--- config.mk ---
export PLATFORM = sky130hd
export DESIGN_NAME = slow_clock_elapsed_time_counter
export DESIGN_NICKNAME = d
export VERILOG_FILES = /design/src/elapsed_timer_pkg.sv /design/src/slow_clock_elapsed_time_counter.sv
export SDC_FILE = /design/constraint.sdc
export NUM_CORES = 1
export LEC_CHECK = 0
export BUFFER_PORTS_ARGS = -buffer_cell sky130_fd_sc_hd__buf_4
export CAP_MARGIN = 5
export CELL_PAD_IN_SITES_DETAIL_PLACEMENT = 2
export CELL_PAD_IN_SITES_GLOBAL_PLACEMENT = 2
export CORE_UTILIZATION = 35
export CTS_CLUSTER_DIAMETER = 120
export DETAILED_ROUTE_END_ITERATION = 12
export PLACE_DENSITY = 0.79
export SLEW_MARGIN = 20
export SYNTH_ARGS = -nofsm -noshare
export SYNTH_HDL_FRONTEND = slang
export SYNTH_SLANG_ARGS = --single-unit
export TNS_END_PERCENT = 50
--- constraint.sdc ---
create_clock -name core_clk -period 6.6 [get_ports core_clk]
set_clock_uncertainty 0.1 [all_clocks]
set_input_delay 0.33 -clock core_clk [delete_from_list [all_inputs] [get_ports core_clk]]
set_output_delay 0.33 -clock core_clk [all_outputs]
set_load 0.03 [all_outputs]
--- src/elapsed_timer_pkg.sv ---
// ==========================================================================
// Register map, field layout, reset values and timing for the elapsed timer
package elapsed_timer_pkg;

    // ======================================================================
    // Register offsets (byte addresses)
    localparam logic [7:0]  MODE_OFFSET       = 8'h00;
    localparam logic [7:0]  ALARM_OFFSET      = 8'h04;
    localparam logic [7:0]  COUNT_OFFSET      = 8'h08;
    localparam logic [7:0]  STATUS_OFFSET     = 8'h0C;
    localparam logic [7:0]  IRQ_CLEAR_OFFSET  = 8'h10;
    localparam logic [7:0]  IRQ_ENABLE_OFFSET = 8'h14;

    // ======================================================================
    // Field positions
    localparam int PRESCALE_LSB     = 0;
    localparam int PRESCALE_MSB     = 15;
    localparam int ALARM_IEN_BIT    = 16;
    localparam int TICK_IEN_BIT     = 17;
    localparam int RESTART_BIT      = 18;
    localparam int ALARM_FLAG_BIT   = 0;
    localparam int TICK_FLAG_BIT    = 1;

    // ======================================================================
    // Reset values
    localparam logic [15:0] PRESCALE_RESET  = 16'h8000;
    localparam logic [31:0] MODE_RESET      = 32'h0000_8000;
    localparam logic [31:0] ALARM_RESET     = 32'hFFFF_FFFF;
    localparam logic [31:0] COUNT_RESET     = 32'h0000_0000;

    // ======================================================================
    // Timing
    localparam logic [16:0] ZERO_PERIOD     = 17'h1_0000;
    localparam logic [1:0]  CROSS_SLOW_EDGES = 2'h2;

    // Mode register contents
    typedef struct packed {
        logic        tickIrqEnable;
        logic        alarmIrqEnable;
        logic [15:0] prescaleValue;
    } mode_t;

    // Sticky event flags, same layout in status, clear and enable registers
    typedef struct packed {
        logic tickFlag;
        logic alarmFlag;
    } events_t;

endpackage

--- src/slow_clock_elapsed_time_counter.sv ---
// Local design decision: the APB register port.
`timescale 1ns/10ps
module slow_clock_elapsed_time_counter
(
    input  wire logic        core_clk,
    input  wire logic        rst_b,
    input  wire logic        slowClock,
    input  wire logic        psel,
    input  wire logic        penable,
    input  wire logic        pwrite,
    input  wire logic [7:0]  paddr,
    input  wire logic [31:0] pwdata,
    output logic             pready,
    output logic [31:0]      prdata,
    output logic             pslverr,
    output logic             irq
);

    // ======================================================================
    // Decode helpers
    function automatic logic regHit(input logic [7:0] addr, input logic [7:0] offset);
        regHit = (addr == offset);
    endfunction

    function automatic logic [16:0] periodOf(input logic [15:0] prescale);
        periodOf = (prescale == 16'h0000) ? elapsed_timer_pkg::ZERO_PERIOD
                                          : {1'b0, prescale};
    endfunction

    // ======================================================================
    // State
    elapsed_timer_pkg::mode_t   mode;
    elapsed_timer_pkg::events_t flags;
    logic [31:0] alarmSetting;
    logic [31:0] liveCount;
    logic [16:0] divCount;
    logic        slowSync1;
    logic        slowSync2;
    logic        slowPrev;
    logic        slowEdge;
    logic        tick;
    logic [1:0]  restartWait;
    logic [1:0]  clearWait;
    logic        restartApply;
    logic        clearApply;
    logic        matchPrev;
    logic        countMatch;
    logic        alarmEvent;
    logic        setupPhase;
    logic        accessDone;
    logic        writeDone;
    logic        statusReadDone;
    logic        mapped;
    logic        clearWrite;
    logic [1:0]  restartEdges;

    // ======================================================================
    // Slow clock synchroniser and edge detect
    always_ff @(posedge core_clk)
    begin
        if (!rst_b)
        begin
            slowSync1 <= 1'b0;
            slowSync2 <= 1'b0;
            slowPrev  <= 1'b0;
        end
        else
        begin
            slowSync1 <= slowClock;
            slowSync2 <= slowSync1;
            slowPrev  <= slowSync2;
        end
    end

    // One core cycle per slow clock rising edge
    assign slowEdge = slowSync2 & ~slowPrev;

    // ======================================================================
    // APB decode
    assign setupPhase     = psel & ~penable;
    assign accessDone     = psel & penable;
    assign writeDone      = accessDone & pwrite;
    assign statusReadDone = accessDone & ~pwrite
                            & regHit(paddr, elapsed_timer_pkg::STATUS_OFFSET);
    assign clearWrite     = writeDone
                            & regHit(paddr, elapsed_timer_pkg::IRQ_CLEAR_OFFSET);
    assign mapped = regHit(paddr, elapsed_timer_pkg::MODE_OFFSET)
                  | regHit(paddr, elapsed_timer_pkg::ALARM_OFFSET)
                  | regHit(paddr, elapsed_timer_pkg::COUNT_OFFSET)
                  | regHit(paddr, elapsed_timer_pkg::STATUS_OFFSET)
                  | regHit(paddr, elapsed_timer_pkg::IRQ_CLEAR_OFFSET)
                  | regHit(paddr, elapsed_timer_pkg::IRQ_ENABLE_OFFSET);

    // Answer in the access phase; read data was captured in setup
    assign pready = 1'b1;

    // Read data and error captured in the setup cycle
    always_ff @(posedge core_clk)
    begin
        if (!rst_b)
        begin
            prdata  <= 32'h0000_0000;
            pslverr <= 1'b0;
        end
        else if (setupPhase)
        begin
            pslverr <= ~mapped;
            prdata  <= 32'h0000_0000;
            if (!pwrite)
            begin
                unique case (1'b1)
                    regHit(paddr, elapsed_timer_pkg::MODE_OFFSET):
                        prdata <= {14'h0000, mode};
                    regHit(paddr, elapsed_timer_pkg::ALARM_OFFSET):
                        prdata <= alarmSetting;
                    regHit(paddr, elapsed_timer_pkg::COUNT_OFFSET):
                        prdata <= liveCount;
                    regHit(paddr, elapsed_timer_pkg::STATUS_OFFSET):
                        prdata <= {30'h0000_0000, flags};
                    regHit(paddr, elapsed_timer_pkg::IRQ_ENABLE_OFFSET):
                        prdata <= {30'h0000_0000, mode.tickIrqEnable,
                                   mode.alarmIrqEnable};
                    default:
                        prdata <= 32'h0000_0000;
                endcase
            end
        end
    end

    // ======================================================================
    // Mode register; the restart bit is a strobe and reads as zero
    always_ff @(posedge core_clk)
    begin
        if (!rst_b)
        begin
            mode.prescaleValue  <= elapsed_timer_pkg::PRESCALE_RESET;
            mode.alarmIrqEnable <= 1'b0;
            mode.tickIrqEnable  <= 1'b0;
        end
        else if (writeDone && regHit(paddr, elapsed_timer_pkg::MODE_OFFSET))
        begin
            mode.prescaleValue <= pwdata[elapsed_timer_pkg::PRESCALE_MSB:
                                         elapsed_timer_pkg::PRESCALE_LSB];
            mode.alarmIrqEnable <= pwdata[elapsed_timer_pkg::ALARM_IEN_BIT];
            mode.tickIrqEnable  <= pwdata[elapsed_timer_pkg::TICK_IEN_BIT];
        end
        else if (writeDone && regHit(paddr, elapsed_timer_pkg::IRQ_ENABLE_OFFSET))
        begin
            mode.alarmIrqEnable <= pwdata[elapsed_timer_pkg::ALARM_FLAG_BIT];
            mode.tickIrqEnable  <= pwdata[elapsed_timer_pkg::TICK_FLAG_BIT];
        end
    end

    // Alarm setting
    always_ff @(posedge core_clk)
    begin
        if (!rst_b)
            alarmSetting <= elapsed_timer_pkg::ALARM_RESET;
        else if (writeDone && regHit(paddr, elapsed_timer_pkg::ALARM_OFFSET))
            alarmSetting <= pwdata;
    end

    // ======================================================================
    // Restart request waits two slow edges before acting
    always_ff @(posedge core_clk)
    begin
        if (!rst_b)
            restartWait <= 2'h0;
        else if (writeDone && regHit(paddr, elapsed_timer_pkg::MODE_OFFSET)
                 && pwdata[elapsed_timer_pkg::RESTART_BIT])
            restartWait <= elapsed_timer_pkg::CROSS_SLOW_EDGES;
        else if (slowEdge && restartWait != 2'h0)
            restartWait <= restartWait - 2'h1;
    end

    assign restartApply = slowEdge && (restartWait == 2'h1);

    // Status clear request waits two slow edges after the read
    always_ff @(posedge core_clk)
    begin
        if (!rst_b)
            clearWait <= 2'h0;
        else if (statusReadDone)
            clearWait <= elapsed_timer_pkg::CROSS_SLOW_EDGES;
        else if (slowEdge && clearWait != 2'h0)
            clearWait <= clearWait - 2'h1;
    end

    assign clearApply = slowEdge && (clearWait == 2'h1);

    // ======================================================================
    // Prescaler: counts slow edges up to the programmed period
    // A shorter new period ends the running one on the next slow edge instead of wrapping 17 bits
    assign tick = slowEdge
                  && (divCount >= periodOf(mode.prescaleValue) - 17'h0_0001);

    always_ff @(posedge core_clk)
    begin
        if (!rst_b)
            divCount <= 17'h0_0000;
        else if (restartApply)
            divCount <= 17'h0_0000;
        else if (tick)
            divCount <= 17'h0_0000;
        else if (slowEdge)
            divCount <= divCount + 17'h0_0001;
    end

    // Elapsed counter, wraps naturally at 32 bits
    always_ff @(posedge core_clk)
    begin
        if (!rst_b)
            liveCount <= elapsed_timer_pkg::COUNT_RESET;
        else if (restartApply)
            liveCount <= elapsed_timer_pkg::COUNT_RESET;
        else if (tick)
            liveCount <= liveCount + 32'h0000_0001;
    end

    // ======================================================================
    // Alarm compare against setting plus one, on the rising match
    // Compared in 33 bits so the all-ones reset setting never matches
    assign countMatch = ({1'b0, liveCount} == {1'b0, alarmSetting} + 33'h0_0000_0001);
    assign alarmEvent = countMatch & ~matchPrev;

    always_ff @(posedge core_clk)
    begin
        if (!rst_b)
            matchPrev <= 1'b0;
        else
            matchPrev <= countMatch;
    end

    // Sticky flags; a new event wins over a clear in the same cycle
    always_ff @(posedge core_clk)
    begin
        if (!rst_b)
            flags <= 2'b00;
        else
        begin
            if (alarmEvent)
                flags.alarmFlag <= 1'b1;
            else if (clearApply)
                flags.alarmFlag <= 1'b0;
            else if (writeDone && regHit(paddr, elapsed_timer_pkg::IRQ_CLEAR_OFFSET)
                     && pwdata[elapsed_timer_pkg::ALARM_FLAG_BIT])
                flags.alarmFlag <= 1'b0;
            if (tick)
                flags.tickFlag <= 1'b1;
            else if (clearApply)
                flags.tickFlag <= 1'b0;
            else if (writeDone && regHit(paddr, elapsed_timer_pkg::IRQ_CLEAR_OFFSET)
                     && pwdata[elapsed_timer_pkg::TICK_FLAG_BIT])
                flags.tickFlag <= 1'b0;
        end
    end

    // ======================================================================
    // Interrupt output from flag and enable flops
    assign irq = (flags.alarmFlag & mode.alarmIrqEnable)
               | (flags.tickFlag & mode.tickIrqEnable);

    // ======================================================================
    // Check helper: slow edges seen since the latest restart write
    always_ff @(posedge core_clk)
    begin
        if (!rst_b)
            restartEdges <= 2'h0;
        else if (writeDone && regHit(paddr, elapsed_timer_pkg::MODE_OFFSET)
                 && pwdata[elapsed_timer_pkg::RESTART_BIT])
            restartEdges <= 2'h0;
        else if (slowEdge && restartEdges != 2'h3)
            restartEdges <= restartEdges + 2'h1;
    end

    // ======================================================================
    // Checks
    a_tick_sets_flag: assert property (@(posedge core_clk) disable iff (!rst_b)
        tick |=> flags.tickFlag)
        else $error("tick flag not set after counter advance");

    a_count_advance: assert property (@(posedge core_clk) disable iff (!rst_b)
        tick && !restartApply |=> liveCount == $past(liveCount) + 32'h0000_0001)
        else $error("counter did not advance by one on tick");

    a_count_wrap: assert property (@(posedge core_clk) disable iff (!rst_b)
        tick && liveCount == 32'hFFFF_FFFF |=> liveCount == 32'h0000_0000)
        else $error("counter did not wrap to zero");

    a_period_zero: assert property (@(posedge core_clk) disable iff (!rst_b)
        tick && mode.prescaleValue == 16'h0000 |-> divCount == 17'h0_FFFF)
        else $error("zero prescale period wrong");

    a_alarm_plus_one: assert property (@(posedge core_clk) disable iff (!rst_b)
        tick && !restartApply && liveCount == alarmSetting
        && alarmSetting != 32'hFFFF_FFFF |=> ##1 flags.alarmFlag)
        else $error("alarm flag not set on setting plus one");

    a_alarm_event: assert property (@(posedge core_clk) disable iff (!rst_b)
        alarmEvent |=> flags.alarmFlag)
        else $error("alarm flag not set on match");

    a_alarm_hold: assert property (@(posedge core_clk) disable iff (!rst_b)
        flags.alarmFlag && !clearApply
        && !(clearWrite && pwdata[elapsed_timer_pkg::ALARM_FLAG_BIT]) |=> flags.alarmFlag)
        else $error("alarm flag dropped without a clear");

    a_tick_hold: assert property (@(posedge core_clk) disable iff (!rst_b)
        flags.tickFlag && !clearApply
        && !(clearWrite && pwdata[elapsed_timer_pkg::TICK_FLAG_BIT]) |=> flags.tickFlag)
        else $error("tick flag dropped without a clear");

    a_clear_alarm: assert property (@(posedge core_clk) disable iff (!rst_b)
        clearApply && !alarmEvent |=> !flags.alarmFlag)
        else $error("alarm flag not cleared by status read");

    a_clear_tick: assert property (@(posedge core_clk) disable iff (!rst_b)
        clearApply && !tick |=> !flags.tickFlag)
        else $error("tick flag not cleared by status read");

    a_irq_masked: assert property (@(posedge core_clk) disable iff (!rst_b)
        !mode.alarmIrqEnable && !mode.tickIrqEnable |-> !irq)
        else $error("interrupt raised with both enables cleared");

    a_irq_alarm: assert property (@(posedge core_clk) disable iff (!rst_b)
        flags.alarmFlag && mode.alarmIrqEnable |-> irq)
        else $error("enabled alarm flag did not raise interrupt");

    a_irq_tick: assert property (@(posedge core_clk) disable iff (!rst_b)
        flags.tickFlag && mode.tickIrqEnable |-> irq)
        else $error("enabled tick flag did not raise interrupt");

    a_alarm_reset: assert property (@(posedge core_clk)
        $past(!rst_b) |-> alarmSetting == 32'hFFFF_FFFF && mode == 18'h0_8000)
        else $error("alarm or mode reset value wrong");

    a_reset_quiet: assert property (@(posedge core_clk)
        $past(!rst_b) |-> prdata == 32'h0000_0000 && !pslverr && !irq)
        else $error("outputs not quiet after reset");

    a_count_steady: assert property (@(posedge core_clk) disable iff (!rst_b)
        !tick && !restartApply |=> $stable(liveCount))
        else $error("counter moved without a tick");

    a_read_no_effect: assert property (@(posedge core_clk) disable iff (!rst_b)
        accessDone && !pwrite && regHit(paddr, elapsed_timer_pkg::COUNT_OFFSET)
        && !tick && !alarmEvent && !clearApply |=> $stable(flags))
        else $error("count read disturbed the flags");

    a_rdata_stands: assert property (@(posedge core_clk) disable iff (!rst_b)
        !setupPhase |=> $stable(prdata))
        else $error("read data changed outside a setup cycle");

    a_restart_zero: assert property (@(posedge core_clk) disable iff (!rst_b)
        restartApply |=> liveCount == 32'h0000_0000 && divCount == 17'h0_0000)
        else $error("restart did not zero counter");

    a_clear_lag: assert property (@(posedge core_clk) disable iff (!rst_b)
        statusReadDone && flags.tickFlag && !clearApply |=> flags.tickFlag)
        else $error("status flags cleared too early");

    a_restart_lag: assert property (@(posedge core_clk) disable iff (!rst_b)
        restartApply |-> $past(restartWait) == 2'h1)
        else $error("restart applied before two slow edges");

    a_restart_edges: assert property (@(posedge core_clk) disable iff (!rst_b)
        restartApply |-> restartEdges == 2'h1)
        else $error("restart not on second slow edge after write");

endmodule // slow_clock_elapsed_time_counter

# == Word-level counts from Yosys, hierarchy flattened ==
# Cells that the tools add are included.
# totals
register_bits,142
latch_bits,0
ramBits,0
romBits,0
input_bits,46
output_inout_bits,35
mem_count,0
# classes
n_addsub,6
mul,0
div,0
order_cmp,1
n_eq_ne,8
shifts,0
n_mux,15
n_bitwise,21
n_reduce_logical,25
# ops
cell,n
32-bit one-hot mux with 5 select lines,1
"32-bit by 1-bit adder with 33-bit output, second input constant",1
32-bit by 33-bit == test with 1-bit output,1
"32-bit by 1-bit adder with 32-bit output, second input constant",1
32-bit 2-to-1 mux,1
"17-bit by 1-bit adder with 17-bit output, second input constant",1
17-bit greater-or-equal comparator,1
17-bit 2-to-1 mux,1
"17-bit by 1-bit subtractor with 17-bit output, second input constant",1
"8-bit by 4-bit == test with 1-bit output, second input constant",2
"8-bit by 5-bit == test with 1-bit output, second input constant",2
16-bit zero test,1
1-bit logical AND,12
2-bit 2-to-1 mux,6
2-bit nonzero test,5
1-bit AND,9
"8-bit by 3-bit == test with 1-bit output, second input constant",1
8-bit zero test,1
1-bit 2-to-1 mux,6
1-bit inverter,6
1-bit OR,6
3-bit nonzero test,2
2-bit OR reduction,3
"2-bit by 1-bit == test with 1-bit output, second input constant",2
other kinds (2),3

# == Longest topological paths before layout ==
# logic_depth
ltp_word,7
mapped_depth,18

# == Worst setup path after synthesis ==
# Ideal clock, no wire load.
# synth_timing
kind,register to register
startpoint,register mode[3] (netlist name)
endpoint,register liveCount[29]
setup_ns,0.071
arrival_ns,4.632
path_slack_ns,1.798
path_stages_with_launch,17
n_path_buf,2
period_less_slack_ns,4.802
path_cell_list,dfxtp_1 > or4_4 > nor4_4 > a21oi_2 > or3_4 > or4_4 > or4b_4 > xor2_1 > ha_1 > and4_1 > nand2_1 > a311oi_1 > clkbuf_1 > o21ai_1 > clkbuf_1 > or3_1 > a21oi_1
# synth_via
elab_chain_cells,5
# synth_lines
item,line,text
"start, declared",slow_clock_elapsed_time_counter.sv:32,elapsed_timer_pkg::mode_t mode;
16-bit zero test,slow_clock_elapsed_time_counter.sv:26,periodOf = (prescale == 16'h0000) ? elapsed_timer_pkg::ZERO_PERIOD
17-bit 2-to-1 mux (*),slow_clock_elapsed_time_counter.sv:26,
17-bit by 1-bit subtractor with 17-bit output (*),slow_clock_elapsed_time_counter.sv:195,&& (divCount >= periodOf(mode.prescaleValue) - 17'h0_0001);
17-bit greater-or-equal comparator (*),slow_clock_elapsed_time_counter.sv:195,
1-bit logical AND (*),slow_clock_elapsed_time_counter.sv:195,
"end signal, assigned",slow_clock_elapsed_time_counter.sv:213,liveCount <= elapsed_timer_pkg::COUNT_RESET;
"end signal, assigned",slow_clock_elapsed_time_counter.sv:215,liveCount <= elapsed_timer_pkg::COUNT_RESET;
"end signal, assigned",slow_clock_elapsed_time_counter.sv:217,liveCount <= liveCount + 32'h0000_0001;
"end, declared",slow_clock_elapsed_time_counter.sv:35,logic [31:0] liveCount;
# Mark *: on every way between the ends. The rest lies on a longest branch, timed or not.
# A chain may end at the register's enable or synchronous reset.

# == Worst setup path in the final report ==
# layout_timing
startpoint,register mode[3] (netlist name)
endpoint,register liveCount[22]
# Same word-level chain as after synthesis.

==> impl_summary.md <==
Logic synthesis
For this run, the leading register cell type out of synthesis is dfxtp_1. The gate count of the mapped netlist is between 900 and 1,000. By area the synthesized netlist is led by dfxtp_1, nand2_1, xnor2_1. Ranked by instance count, the synthesized netlist is headed by nand2_1, dfxtp_1, clkbuf_1.

The number of library cell types mapped by synthesis is 67. The most common cell in the synthesized netlist is nand2_1. Synthesis inferred 142 register bits. The async set or reset register ratio after synthesis is 0. The portion of synthesized cell area occupied by the leading cell type is 0.3585. For this run, the register share of the synthesized area comes to 0.3585.

The number of enable flip-flop cells after synthesis is 0. The cell accounting for the most synthesized area is dfxtp_1. After synthesis the cells add up to 7930 um^2.

Yosys printed 0 warnings. A synthesized cell averages ~8 um^2.

Routing
The routed length per instance is about 23 um. The number of DRC violations after detailed routing is 2. The first-pass detailed-route iteration total is 9. The post-route antenna net violation count is 0. Summed over all layers, the routed wires come to 30.71 mm.

The DRC violation total after the first TritonRoute iteration is 458. In the routed layout, each cell is associated on average with a via count of slightly below 6. The routed layout has 7,785 vias.

Clocking
TritonCTS built the clock tree. Buffers inserted during clock tree synthesis total 17. Counting every sink on the clock net gives 142. The quantity of hold-fixing buffers added after cts is 6. After clock tree synthesis, the clock-pin slew on the worst setup and hold paths is 0.07 ns.

The tree is rooted in a clkbuf_16. After clock tree synthesis, the setup repair step added 0 buffers. CTS built an H-tree with a depth of 4. The clock reaches the later pin of the worst-skew pair after 0.45 ns. Counting along the longest clock path gives a buffer depth of 2. Once the clock tree was built, the resizer swapped 0 gates to a different size.

Critical path
The startpoint kind of the worst setup timing path is a flip-flop. The worst path buffer plus inverter count is 1. STA puts the critical path data arrival time at 5.64 ns.

The maximum fanout along the worst path is 15. The worst register-to-register path has a setup slack of ~1.2 ns. For this run, the slowest stage of the critical path takes 0.79 ns. Traced cell by cell, the critical path runs through or4_4, nor4_4, a21oi_2, or3_4, or4_4, or4b_4, xor2_1, ha_1, a21o_1, a21oi_1, o22ai_1, buf_4, o21ai_1, o21ai_0, a21oi_1. For the worst setup path, the data required time is 6.87 ns. The endpoint of the worst register-to-register path is liveCount[22].

The category of the critical setup timing path is flip-flop to flip-flop. The type of destination of the critical path is a flip-flop. The startpoint of the lowest-slack register-to-register path is mode[3]. The library cell contributing the largest single delay on the critical path is o21ai_1. For the worst flop-to-flop path, the logic depth is 15. The cell class contributing the biggest share of worst-path delay is simple AND/OR/NAND/NOR gates.

Placed design
Detailed placement ended at an HPWL of roughly 22 mm. The instance area after placement is slightly below 9000 um^2. At the end of routability-driven placement, the weighted congestion stood at 0.8639. The number of I/O port buffers is 79.

STA
Setup total negative slack on the finished layout was measured at 0 ns. Of the available clock period, the critical path in the final layout requires 0.8131. The count of final hold-check violations is 0. The worst relative slew slack is 0.3194.

The worst-margin pin slew is 1.014 ns. The top achievable clock speed is 186.3 MHz. The worst path needs 5.366 ns of the cycle, external delays included. Setup violations remaining at the end of the flow were counted as 0. The number of pins exceeding their max-slew limit in the final report is 0.

Setup repair after global routing left no endpoint under its margin.

Pwr
The worst voltage drop across the vdd grid is 0.1622 mV. The cell area power density is 204.1 nW/um^2. Summed over all cells, the static leakage comes to 3.835 nW.

Global routing
The overflow left after global routing is 0. The maximum number of pins on one net before global-route repair is 95. The number of antenna violations at the first check in global routing is 0. The global-route wire length before repair is between 40 and 50 mm. The number of global-route vias before repair is 8,567. The overall routing resource usage is 0.2739.

Finish
Summing all non-filler instances in the final layout gives an area of 9321 um^2. At the end of the flow, the number of nets in the layout was 1,112. Of the cells placed in the final design, the portion with a size suffix greater than 1 is 0.1262. The area growth from synthesis to layout is 17.54%. The layout has ~2,500 filler cells. 0 antenna diodes ended up in the layout.

Floorplanning
The effective utilization at floorplan is 0.3600. The region available for standard cell placement spans 22,030 um^2. The floorplan row count is 54. The total die area is 23,260 um^2. Pin placement for this block handled 81 I/O pins.

Measured along the y axis, the die boundary spans 152.5 um. The width of the die is 152.5 um.

Outcome
The run finished, with violations left. The final reports fail on design-rule violations.

Hold path
The class of the tightest hold or removal check is input pin to flip-flop. Counting instances, the worst hold path has a depth of 3. In this run the most critical hold path is launched from pwdata[26]. The hold-critical path endpoint is alarmSetting[26].

Flow run
The max-capacitance violation count is 0.
## final cells by class
type                            count  area [um^2]  share of cell area
Clock buffer                       17        425.4             0.04564
Multi-Input combinational cell    768         4768              0.5115
Sequential cell                   142         2843              0.3050
Clock inverter                     15        142.6             0.01530
Inverter                           17        63.81            0.006846
Tap cell                          280        350.3             0.03758
Timing Repair Buffer               95        728.2             0.07812
## report_power, final
group | internal [mW] | switching (mW)
clock | 0.504 | 0.462
combinational | 0.0313 | 0.0459
sequential | 0.858 | 0.00158
total | 1.39 | 0.510
## worst reg2reg max path, stage by stage (launching register included)
cell and delay [ns]:
dfxtp_1 0.39, or4_4 0.59, nor4_4 0.39, a21oi_2 0.12, or3_4 0.36, or4_4 0.44, or4b_4 0.55, xor2_1 0.16
ha_1 0.31, a21o_1 0.18, a21oi_1 0.17, o22ai_1 0.10, buf_4 0.19, o21ai_1 0.79, o21ai_0 0.28, a21oi_1 0.19
## through the flow
step | total power [mW] | hold WS (ns) | setup slack, ns | instances | utilization
6_report | 1.903 | 0.007023 | 1.234 | 1334 | 0.4232
3_3_place_gp | 0.9507 | 0.3203 | 1.543 | 1296 | 0.3943
5_1_grt | 1.958 | 0.01766 | 0.9064 | 1334 | 0.4232
2_1_floorplan | 0.9088 | 0.2960 | 1.798 | 997 | -
3_5_place_dp | 0.9528 | 0.3163 | 1.347 | 1296 | 0.3943
4_1_cts | 1.919 | 0.001734 | 1.227 | 1334 | 0.4229
## how the worst max path moves through the flow
stage | from | endpoint | slack [ns] | cells past startpoint
6_report | mode[3] | liveCount[22] | 1.23 | 15
5_1_grt | mode[3] | liveCount[22] | 0.91 | 15
4_1_cts | mode[3] | liveCount[22] | 1.23 | 15
3_5_place_dp | mode[3] | liveCount[22] | 1.35 | 15
3_3_place_gp | mode[3] | liveCount[13] | 1.54 | 15
2_1_floorplan | mode[3] | liveCount[29] | 1.80 | 16
## metal layers
metal	up-vias	global-route usage	part of all wire
met2	181	0.4523	0.47
met4	0	0.08802	0.021
met1	3912	0.3676	0.47
met5	-	0	0
met3	47	0.03925	0.042
li1	3645	-	-
## sequential cells by signal, indices dropped and copies added, names as in the netlist
register / cells
divCount: 17
mode: 18
clearWait: 2
prdata: 32
slowSync1: 1
alarmSetting: 32
slowPrev: 1
liveCount: 32
pslverr: 1
restartWait: 2
matchPrev: 1
slowSync2: 1
flags: 2
## cell families (layout without fill, tap and decap cells)
kind of cell | after synthesis | after routing | synth area share
AOI/OAI and AO/OA | 196 | 196 | 0.1734
adders and majority gates | 25 | 25 | 0.03944
muxes | 3 | 3 | 0.003944
xor gates and xnor gates | 75 | 75 | 0.08283
other | 1 | 2 | 0.0004729
buffers and inverters | 87 | 144 | 0.04181
and+or+nand+nor | 467 | 467 | 0.2996
DFF | 142 | 142 | 0.3585
## layout by cell type, fill, tap and decap left out, types with 7 or more instances in the layout
cell       instances
a22oi_1           16
a21oi_1           20
a21boi_0          18
inv_1             17
and2_1            43
and4_1            13
nand4_1           18
a21o_1             7
xor2_1            29
ha_1              25
inv_6              8
dfxtp_1          142
xnor2_1           46
o211ai_1          16
nand2_1          182
nor2_1            46
o21ai_0           46
and3_1            13
or3_1             15
or4_1             13
nor4_1            11
clkbuf_16         17
buf_4             89
a222oi_1          18
nor3_1            17
nand3_1           60
Power figures use the tool's default switching activity.
